==> src/rtl/fp_state_defs.svh <==
// field positions, codes and reset values of the floating-point state
`ifndef FP_STATE_DEFS_SVH
`define FP_STATE_DEFS_SVH
`define FP_REG_WIDTH       32
`define FP_REG_COUNT       32
`define FP_ADDR_W          5
`define CSR_WIDTH          32
`define CSR_RSVD_W         24
`define RM_W               3
`define FLAGS_W            5
`define RM_MSB             7
`define RM_LSB             5
`define FLAGS_MSB          4
`define FLAGS_LSB          0
`define FLAG_INVALID       4
`define FLAG_DIV_ZERO      3
`define FLAG_OVERFLOW      2
`define FLAG_UNDERFLOW     1
`define FLAG_INEXACT       0
`define RM_NEAREST_EVEN    3'h0
`define RM_TOWARD_ZERO     3'h1
`define RM_TOWARD_NEG_INF  3'h2
`define RM_TOWARD_POS_INF  3'h3
`define RM_NEAREST_MAX_MAG 3'h4
`define RM_RESERVED_A      3'h5
`define RM_RESERVED_B      3'h6
`define RM_USE_DYNAMIC     3'h7
`define RM_RESET           3'h0
`define FLAGS_RESET        5'h00
`define FP_REG_RESET       32'h0000_0000
`define CSR_RSVD_ZERO      24'h00_0000
`endif

==> src/rtl/fp_state_pkg.sv <==
// types shared by the floating-point state block
package fp_state_pkg;
  // control/status access commands from the core
  typedef enum logic [2:0] {
    read_whole_status,
    swap_whole_status,
    read_round_field,
    swap_round_field,
    read_flag_field,
    swap_flag_field
  } csr_op_t;
endpackage : fp_state_pkg

==> src/rtl/fp_state_regfile.sv <==
// floating-point register file and control/status word
`timescale 1ns/1ps
`include "fp_state_defs.svh"

// Function
// - thirty-two 32-bit floating-point registers, separate from integer ones.
// - one 32-bit read/write control/status word with rounding mode and flags.
// - rounding field at bits 7..5; field read returns it zero-extended.
// - rounding swap returns old field, loads low three source bits.
// - flags at bits 4..0, invalid down to inexact; own read and swap.
// - whole read copies the word unchanged to the destination.
// - whole swap returns old word, then writes the source value.
// - upper bits 31..8 ignore writes and read as zero.
// - instruction code 111 picks the dynamic field, else static code.
// - codes 000..100 decode to the five defined rounding directions.
// - static 101,110 and dynamic 101..111 are reserved.
// - rounding field decoded for legality even when rounding is irrelevant.
// - reserved rounding encoding may raise illegal-instruction.
// - flags are sticky until software clears the field.
// - setting a flag never traps; software tests flags.
module fp_state_regfile
  import fp_state_pkg::*;
#(
  parameter int FP_REG_WIDTH = `FP_REG_WIDTH,
  parameter int FP_REG_COUNT = `FP_REG_COUNT
) (
  input  wire logic                      ref_clk,         // core clock
  input  wire logic                      rst,             // sync reset
  // floating-point register ports
  input  wire logic                      fp_wr_en,        // write strobe
  input  wire logic [`FP_ADDR_W-1:0]     fp_wr_addr,      // write index
  input  wire logic [FP_REG_WIDTH-1:0]   fp_wr_data,      // write value
  input  wire logic                      fp_rd_en,        // read strobe
  input  wire logic [`FP_ADDR_W-1:0]     fp_rd_addr_a,    // operand a index
  input  wire logic [`FP_ADDR_W-1:0]     fp_rd_addr_b,    // operand b index
  input  wire logic [`FP_ADDR_W-1:0]     fp_rd_addr_c,    // operand c index
  output logic [FP_REG_WIDTH-1:0]        fp_rd_data_a_ff, // operand a
  output logic [FP_REG_WIDTH-1:0]        fp_rd_data_b_ff, // operand b
  output logic [FP_REG_WIDTH-1:0]        fp_rd_data_c_ff, // operand c
  output logic                           fp_rd_valid_ff,  // operands ready
  // control/status access
  input  wire logic                      csr_req,         // access strobe
  input  wire fp_state_pkg::csr_op_t     csr_op,          // access kind
  input  wire logic [`CSR_WIDTH-1:0]     src_int_reg,     // source value
  output logic [`CSR_WIDTH-1:0]          csr_rdata_ff,    // old value
  output logic                           csr_rvalid_ff,   // answer strobe
  // exception indications from the execution unit
  input  wire logic                      exc_valid,       // op completes
  input  wire logic [`FLAGS_W-1:0]       exc_flags,       // raised flags
  // rounding-mode resolution
  input  wire logic                      rm_req,          // decode strobe
  input  wire logic [`RM_W-1:0]          insn_round_select, // insn field
  output logic [`RM_W-1:0]               eff_round_mode_ff, // mode to use
  output logic                           round_reserved_ff, // reserved enc
  output logic                           illegal_insn_ff, // raise illegal
  output logic                           rm_valid_ff,     // result strobe
  // current state
  output logic [`RM_W-1:0]               round_field_ff,  // dynamic mode
  output logic [`FLAGS_W-1:0]            flags_ff         // accrued flags
);
  import fp_state_pkg::*;

  // storage, indexed by register number
  logic [FP_REG_WIDTH-1:0] fp_regs [FP_REG_COUNT];
  logic [`RM_W-1:0]        nxt_round_field;
  logic [`FLAGS_W-1:0]     nxt_flags;
  logic [`CSR_WIDTH-1:0]   nxt_csr_rdata;
  logic                    sw_round_wr;
  logic                    sw_flags_wr;
  logic [`RM_W-1:0]        nxt_eff_mode;
  logic                    nxt_reserved;

  // whole word view; upper bits are never stored
  function automatic logic [`CSR_WIDTH-1:0] pack_word(
    input logic [`RM_W-1:0]    rm,
    input logic [`FLAGS_W-1:0] fl
  );
    pack_word = {`CSR_RSVD_ZERO, rm, fl};
  endfunction : pack_word

  // reserved codes: 101 and 110 always, 111 only when held in the field
  function automatic logic code_reserved(
    input logic [`RM_W-1:0] code,
    input logic             from_field
  );
    code_reserved = (code == `RM_RESERVED_A) || (code == `RM_RESERVED_B)
                  || (from_field && (code == `RM_USE_DYNAMIC));
  endfunction : code_reserved

  // register file writes; separate from integer state
  always_ff @(posedge ref_clk) begin
    if (rst) begin
      for (int i = 0; i < FP_REG_COUNT; i++) begin
        fp_regs[i] <= `FP_REG_RESET;
      end
    end else if (fp_wr_en) begin
      fp_regs[fp_wr_addr] <= fp_wr_data;
    end
  end

  // registered reads; a same-cycle write is seen one access later
  always_ff @(posedge ref_clk) begin
    if (rst) begin
      fp_rd_data_a_ff <= `FP_REG_RESET;
      fp_rd_data_b_ff <= `FP_REG_RESET;
      fp_rd_data_c_ff <= `FP_REG_RESET;
      fp_rd_valid_ff  <= 1'b0;
    end else begin
      fp_rd_valid_ff <= fp_rd_en;
      if (fp_rd_en) begin
        fp_rd_data_a_ff <= fp_regs[fp_rd_addr_a];
        fp_rd_data_b_ff <= fp_regs[fp_rd_addr_b];
        fp_rd_data_c_ff <= fp_regs[fp_rd_addr_c];
      end
    end
  end

  // which fields a software access writes
  assign sw_round_wr = csr_req && ((csr_op == swap_whole_status)
                     || (csr_op == swap_round_field));
  assign sw_flags_wr = csr_req && ((csr_op == swap_whole_status)
                     || (csr_op == swap_flag_field));

  // next field values; a same-cycle exception still lands after a write
  always_comb begin
    nxt_round_field = round_field_ff;
    nxt_flags       = flags_ff;
    if (sw_round_wr) begin
      if (csr_op == swap_whole_status) begin
        nxt_round_field = src_int_reg[`RM_MSB:`RM_LSB];
      end else begin
        nxt_round_field = src_int_reg[`RM_W-1:0];
      end
    end
    if (sw_flags_wr) begin
      nxt_flags = src_int_reg[`FLAGS_MSB:`FLAGS_LSB];
    end
    if (exc_valid) begin
      nxt_flags = nxt_flags | exc_flags;
    end
  end

  // control/status state; no trap output exists for flags
  always_ff @(posedge ref_clk) begin
    if (rst) begin
      round_field_ff <= `RM_RESET;
      flags_ff       <= `FLAGS_RESET;
    end else begin
      round_field_ff <= nxt_round_field;
      flags_ff       <= nxt_flags;
    end
  end

  // answer always carries the value before this access
  always_comb begin
    nxt_csr_rdata = pack_word(`RM_RESET, `FLAGS_RESET);
    case (csr_op)
      read_whole_status,
      swap_whole_status: begin
        nxt_csr_rdata = pack_word(round_field_ff, flags_ff);
      end
      read_round_field,
      swap_round_field: begin
        nxt_csr_rdata = {{(`CSR_WIDTH-`RM_W){1'b0}}, round_field_ff};
      end
      read_flag_field,
      swap_flag_field: begin
        nxt_csr_rdata = {{(`CSR_WIDTH-`FLAGS_W){1'b0}}, flags_ff};
      end
      default: begin
        nxt_csr_rdata = pack_word(`RM_RESET, `FLAGS_RESET);
      end
    endcase
  end

  // access answer one cycle after the request
  always_ff @(posedge ref_clk) begin
    if (rst) begin
      csr_rdata_ff  <= pack_word(`RM_RESET, `FLAGS_RESET);
      csr_rvalid_ff <= 1'b0;
    end else begin
      csr_rvalid_ff <= csr_req;
      if (csr_req) begin
        csr_rdata_ff <= nxt_csr_rdata;
      end
    end
  end

  // static or dynamic selection; legality checked for every instruction
  always_comb begin
    if (insn_round_select == `RM_USE_DYNAMIC) begin
      nxt_eff_mode = round_field_ff;
      nxt_reserved = code_reserved(round_field_ff, 1'b1);
    end else begin
      nxt_eff_mode = insn_round_select;
      nxt_reserved = code_reserved(insn_round_select, 1'b0);
    end
  end

  // resolution result; reserved encodings are reported as illegal
  always_ff @(posedge ref_clk) begin
    if (rst) begin
      eff_round_mode_ff <= `RM_NEAREST_EVEN;
      round_reserved_ff <= 1'b0;
      illegal_insn_ff   <= 1'b0;
      rm_valid_ff       <= 1'b0;
    end else begin
      rm_valid_ff       <= rm_req;
      illegal_insn_ff   <= rm_req && nxt_reserved;
      if (rm_req) begin
        eff_round_mode_ff <= nxt_eff_mode;
        round_reserved_ff <= nxt_reserved;
      end
    end
  end

  // checks next to the logic
  reset_clear_a: assert property (@(posedge ref_clk)
    rst |=> (round_field_ff == `RM_RESET) && (flags_ff == `FLAGS_RESET))
    else $error("fields not cleared by reset");

  flag_sticky_a: assert property (@(posedge ref_clk) disable iff (rst)
    !sw_flags_wr |=> ((flags_ff & $past(flags_ff)) == $past(flags_ff)))
    else $error("flag dropped without software write");

  flag_merge_a: assert property (@(posedge ref_clk) disable iff (rst)
    exc_valid |=> ((flags_ff & $past(exc_flags)) == $past(exc_flags)))
    else $error("raised exception not accrued");

  whole_read_a: assert property (@(posedge ref_clk) disable iff (rst)
    (csr_req && (csr_op == read_whole_status)) |=>
      csr_rvalid_ff && (csr_rdata_ff[`RM_MSB:`RM_LSB] == $past(round_field_ff))
      && (csr_rdata_ff[`FLAGS_MSB:`FLAGS_LSB] == $past(flags_ff))
      && $stable(round_field_ff))
    else $error("whole read wrong or altered state");

  upper_zero_a: assert property (@(posedge ref_clk) disable iff (rst)
    csr_rvalid_ff |-> (csr_rdata_ff[`CSR_WIDTH-1:`RM_MSB+1] == `CSR_RSVD_ZERO))
    else $error("reserved bits read nonzero");

  round_swap_a: assert property (@(posedge ref_clk) disable iff (rst)
    (csr_req && (csr_op == swap_round_field)) |=>
      (round_field_ff == $past(src_int_reg[`RM_W-1:0]))
      && (csr_rdata_ff == {{(`CSR_WIDTH-`RM_W){1'b0}}, $past(round_field_ff)}))
    else $error("rounding swap wrong");

  whole_swap_a: assert property (@(posedge ref_clk) disable iff (rst)
    (csr_req && (csr_op == swap_whole_status) && !exc_valid) |=>
      (pack_word(round_field_ff, flags_ff) ==
       {`CSR_RSVD_ZERO, $past(src_int_reg[`RM_MSB:`FLAGS_LSB])}))
    else $error("whole swap did not load source");

  dyn_select_a: assert property (@(posedge ref_clk) disable iff (rst)
    (rm_req && (insn_round_select == `RM_USE_DYNAMIC)) |=>
      rm_valid_ff && (eff_round_mode_ff == $past(round_field_ff)))
    else $error("dynamic mode not taken from field");

  static_rsvd_a: assert property (@(posedge ref_clk) disable iff (rst)
    (rm_req && ((insn_round_select == `RM_RESERVED_A)
      || (insn_round_select == `RM_RESERVED_B))) |=>
      round_reserved_ff && illegal_insn_ff)
    else $error("static reserved code not flagged");

  legal_code_a: assert property (@(posedge ref_clk) disable iff (rst)
    (rm_req && (insn_round_select <= `RM_NEAREST_MAX_MAG)) |=>
      !round_reserved_ff && (eff_round_mode_ff == $past(insn_round_select)))
    else $error("legal static code mishandled");

  // field accesses, same-cycle merges and dynamic legality
  round_read_a: assert property (@(posedge ref_clk) disable iff (rst)
    (csr_req && (csr_op == read_round_field)) |=>
      (csr_rdata_ff == {{(`CSR_WIDTH-`RM_W){1'b0}}, $past(round_field_ff)})
      && $stable(round_field_ff))
    else $error("rounding field read wrong");

  flag_read_a: assert property (@(posedge ref_clk) disable iff (rst)
    (csr_req && (csr_op == read_flag_field) && !exc_valid) |=>
      (csr_rdata_ff == {{(`CSR_WIDTH-`FLAGS_W){1'b0}}, $past(flags_ff)})
      && $stable(flags_ff))
    else $error("flag field read wrong");

  flag_swap_a: assert property (@(posedge ref_clk) disable iff (rst)
    (csr_req && (csr_op == swap_flag_field) && !exc_valid) |=>
      (flags_ff == $past(src_int_reg[`FLAGS_MSB:`FLAGS_LSB]))
      && (csr_rdata_ff == {{(`CSR_WIDTH-`FLAGS_W){1'b0}}, $past(flags_ff)}))
    else $error("flag field swap wrong");

  swap_merge_a: assert property (@(posedge ref_clk) disable iff (rst)
    (sw_flags_wr && exc_valid && (csr_op == swap_flag_field)) |=>
      (flags_ff == ($past(src_int_reg[`FLAGS_MSB:`FLAGS_LSB])
                    | $past(exc_flags))))
    else $error("same-cycle write and exception not merged");

  dyn_rsvd_a: assert property (@(posedge ref_clk) disable iff (rst)
    (rm_req && (insn_round_select == `RM_USE_DYNAMIC)
      && (round_field_ff > `RM_NEAREST_MAX_MAG)) |=>
      round_reserved_ff && illegal_insn_ff)
    else $error("dynamic reserved field not flagged");

endmodule : fp_state_regfile

==> config.mk <==
export PLATFORM = sky130hd
export DESIGN_NAME = fp_state_regfile
export DESIGN_NICKNAME = d
export VERILOG_FILES = /design/src/rtl/fp_state_pkg.sv /design/src/rtl/fp_state_regfile.sv
export VERILOG_INCLUDE_DIRS = /design/src /design/src/rtl
export SDC_FILE = /design/constraint.sdc
export NUM_CORES = 2
export LEC_CHECK = 0
export ABC_CLOCK_PERIOD_IN_PS = 2720
export BUFFER_PORTS_ARGS = -buffer_cell sky130_fd_sc_hd__buf_2
export CAP_MARGIN = 20
export CORE_MARGIN = 3
export CORE_UTILIZATION = 35
export CTS_BUF_LIST = sky130_fd_sc_hd__clkbuf_8
export DETAILED_ROUTE_END_ITERATION = 8
export PLACE_DENSITY_LB_ADDON = 0.1
export SLEW_MARGIN = 20
export SYNTH_ARGS = -nofsm -noshare
export SYNTH_HDL_FRONTEND = slang
export SYNTH_SLANG_ARGS = --single-unit
==> constraint.sdc <==
create_clock -name ref_clk -period 2.72 [get_ports ref_clk]
set_input_delay 0.272 -clock ref_clk [delete_from_list [all_inputs] [get_ports ref_clk]]
set_output_delay 0.272 -clock ref_clk [all_outputs]
set_load 0.1 [all_outputs]
; After elaboration in Yosys (flattened, before gate mapping)
; Memories as Yosys holds them, arrays and structs flattened. A register that Yosys moved wholly into a read port is not among the register bits.
; Index checks and enable logic that the tools add are counted.
[word_totals]
mem_count = 1
reg_bits = 48
ram_bits = 1024
word_cells = 49
[memory_table]
columns = name, depth, word_bits, read_ports, rd_clocked_by_memory_dff, write_ports, line
row1 = fp_regs, 32, 32, 3, 3, 32, fp_state_regfile.sv:64  ; logic [FP_REG_WIDTH-1:0] fp_regs [FP_REG_COUNT];
[classes]
eq_ne = 11
reduce_logical = 13
n_bitwise = 1
mux = 14
[ops]
columns = cell, n
row1 = 2-to-1 mux 32 bit, 1
row2 = OR reduction 32 bit, 1
row3 = == test 3 bit (second input constant), 8
row4 = one-hot mux 8 bit (3 select lines), 1
row5 = 2-to-1 mux 5 bit, 3
row6 = 2-to-1 mux 1 bit, 7
row7 = == test 3 x 2 -> 1 bit (second input constant), 2
row8 = 2-to-1 mux 3 bit, 2
row9 = OR reduction 2 bit, 3
row10 = logical OR 1 bit, 5
row11 = bitwise OR 5 bit, 1
row12 = == test 3 x 1 -> 1 bit (second input constant), 1
row13 = logical AND 1 bit, 3
row14 = zero test 3 bit, 1

; Logic depth before layout (Yosys ltp)
[logic_depth]
word_depth = 6
ltp_mapped = 8
depth_no_buf = 5

; Worst setup path before layout
; No wires, ideal clock.
[synth_timing]
path_type = input to register
from = in rst
to = mem fp_regs[24][0] in the netlist's numbering (enable)
n_path_buf = 2
stages = 6
setup_time_ps = 375
setup_slack_ps = 575
t_required_ps = 2345
arrival_time_ps = 1771
cell_sequence = clkbuf_1 nand2b_1 or3_1 clkbuf_1 nor2_1 or2_2
[synth_rtl]
columns = item, line
row1 = "start, declared", fp_state_regfile.sv:28  ; input wire logic rst,
row2 = "end, declared", fp_state_regfile.sv:64

; Final worst setup path
[layout_timing]
from = reg fp_rd_data_c_ff[4] (read register of fp_regs)
to = out fp_rd_data_c_ff[4]
[layout_rtl]
columns = item, line
row1 = "start, declared", fp_state_regfile.sv:39  ; output logic [FP_REG_WIDTH-1:0] fp_rd_data_c_ff,
; No word-level cell between the ends.

==> metrics.cfg <==
[timing]
min_period_ns=2.470
hold_violations=0
worst_pin_slew_ns=0.9950
fin_crit_sh_pct=90.80
slew_violations=0
max_freq_ghz=0.4049
slew_headroom_pct=33.67
rsz0062_at_grt=no
setup_viol=0
tns_ns=0
skew_ns=0.04858

[cts]
htree_levels=4
clock_path_buffers=3
worstSkewPairLatency_ns=0.98
cts_sinks=1144
cts_resized=0
cts_buffers=211
post_cts_buffers=0
cts-root-buf=clkbuf_8
cts_tree=yes
path_clk_slew_ns=0.06

[floorplanning]
placementRows=162
start_util_pct=35.40
core_um2=195800
die_h_um=451.0
die_area_um2=203400
pin_count=246
die_w_um=451.0

[synth]
synth_edf_count=1024
ys_types=33
syn_area_um2=69310
ys_ff_latch=1144
ys_warn_count=0
synthFlopType=edfxtp_1
syn_inst=5968
yosysTopAreaCell=edfxtp_1
synth_top_area_share_pct=44.36
yosysSeqAreaShare_pct=47.83
netlist_top_cells_area=edfxtp_1, mux2i_1, and2_1
avgSynthCellArea_um2=11.61
async_reset_ff_share_pct=0

[placed_design]
place_area_um2=75630
dp_hpwl_mm=189.3
gp_congestion=0.8520
numPortBuffers=197

[critical_path]
cpPeakStageDelay_ns=0.69
worstSetupPathType=reg -> out
cpMaxStageDelayCell=dfxtp_1
reg2reg_depth=5
reg2reg_from=fp_regs[5][7]
cp-end-kind=output pin
crit_required_ns=2.45
crit_arrival_ns=2.20
crit_path_start_kind=flip-flop
critPathTopFamily=flip-flops
cp.buffers_inverters=1
r2r_slack_ns=0.69
cp_max_fo=2
r2r-end=fp_rd_data_a_ff[7]
path_cells=buf_2

[worst_hold_path]
whs_path_depth=5
min_to=fp_rd_data_c_ff[23]
hold_start=fp_rd_addr_c[3]
hold_path.class=in -> reg

[drt]
vias=53259
viasPerCell=5.891
drtAntennaViolNets=0
wl_per_cell_um=34.34
drc=0
first_iter_violations=5900
firstDrtPassIters=6
routed_wl_mm=310.5

[layout]
final_area_um2=80570
post-route-util_pct=41.15
fin_nets=6309
final_cell_mix=mux2i_1, and2_1, edfxtp_1
final_common_cell=mux2i_1
drive_gt1_share_pct=16.26
area_delta_synth_final_pct=16.24

[global_route]
antenna_found_initial=46
track_usage_pct=29.58
grt_first_pass_wirelength_mm=424.0
overflow=0
grt_pass1_vias=52725
grt_max_degree=81

[pwr]
leakagePower_nw=32.17
ir_worst_vdd_v=0.0004737
p_per_area_nw_per_um2=574.9

[outcome]
status=finished clean

[job]
drv_cap=0

[synth_stat cells (3+ instances only)]
cell	count
mux2i_1	1541
nand2_1	24
edfxtp_1	1024
nand3_1	4
or2_2	37
o211ai_1	4
a211oi_1	4
inv_1	3
nand2b_1	12
nand3b_1	4
o21ai_0	3
nor2_1	145
a211oi_2	92
a22oi_1	768
buf_2	4
buf_4	108
nor2b_1	12
and2_1	1028
a21oi_1	399
buf_8	7
o221ai_1	5
buf_6	71
clkbuf_4	5
or4_1	96
clkbuf_1	423
buf_1	17
dfxtp_1	120
[layout make-up]
type	instances	area [um^2]
multi-input combinational	4209	33260
fill	18624	115200
clock buffer	239	3289
clock inverter	155	872.1
antenna	28	70.07
sequential	1144	33150
timing repair buffer	638	6638
inverter	3	11.26
tap	2624	3283
[how the worst max path moves through the flow]
stage | startpoint | end | slack [ns] | cells past startpoint
after floorplan | rst | fp_regs[24][0] | 0.57 | 6
after global placement | fp_rd_addr_c[0] | fp_rd_data_c_ff[26] | 0.15 | 9
after detailed placement | fp_rd_addr_c[0] | fp_rd_data_c_ff[0] | 0.14 | 8
after CTS | fp_rd_data_c_ff[4] | fp_rd_data_c_ff[4] | 0.23 | 1
after global routing | fp_rd_data_c_ff[4] | fp_rd_data_c_ff[4] | 0.28 | 1
final | fp_rd_data_c_ff[4] | fp_rd_data_c_ff[4] | 0.25 | 1
[routing by layer]
layer,GRT usage (%),vias to the layer above,part of all wire [%]
met3,4.070,711,6.7
met4,13.03,2,4.7
met2,48.82,2518,47
li1,-,23030,-
met5,0,-,0.0042
met1,38.64,26998,41
[logic make-up (layout without fill, tap and decap cells)]
group / after synthesis / count (layout) / share of synthesized area [%]
AO/OA/AOI/OAI: 1276 / 1276 / 13.04
buffers and inverters: 638 / 1035 / 4.957
flip-flops: 1144 / 1144 / 47.83
multiplexers: 1541 / 1541 / 22.25
other: 1 / 52 / 0.005410
AND/OR/NAND/NOR: 1368 / 1368 / 11.91
[through the flow]
step / power [W] / hold slack (ns) / cells / setup WS [ns]
after global routing: 0.04782 / 0.1002 / 9016 / 0.2837
after floorplan: 0.02640 / 0.4080 / 5991 / 0.5746
after detailed placement: 0.02971 / 0.4434 / 8547 / 0.1434
final: 0.04632 / 0.09913 / 9040 / 0.2502
after CTS: 0.04656 / 0.01596 / 9012 / 0.2260
after global placement: 0.02964 / 0.4392 / 8547 / 0.1465
[sequential cells by signal, indices dropped and copies added (netlist names)]
name	count
round_field_ff	3
fp_rd_data_c_ff	32
flags_ff	5
fp_rd_data_a_ff	32
fp_rd_valid_ff	1
rm_valid_ff	1
round_reserved_ff	1
fp_rd_data_b_ff	32
csr_rvalid_ff	1
eff_round_mode_ff	3
illegal_insn_ff	1
fp_regs	1024
csr_rdata_ff	8
[power breakdown]
part | internal [W] | total [W] | switching, W
clock | 0.00862 | 0.0168 | 0.00815
sequential | 0.0202 | 0.0209 | 0.000773
combinational | 0.00279 | 0.00863 | 0.00584
total | 0.0316 | 0.0463 | 0.0148
[repair_timing]
action,in CTS,in global routing
setup endpoints to repair,0,0
endpoints found under the hold margin,1101,0
hold buffers,71,0
(Power assumes the default switching activity.)
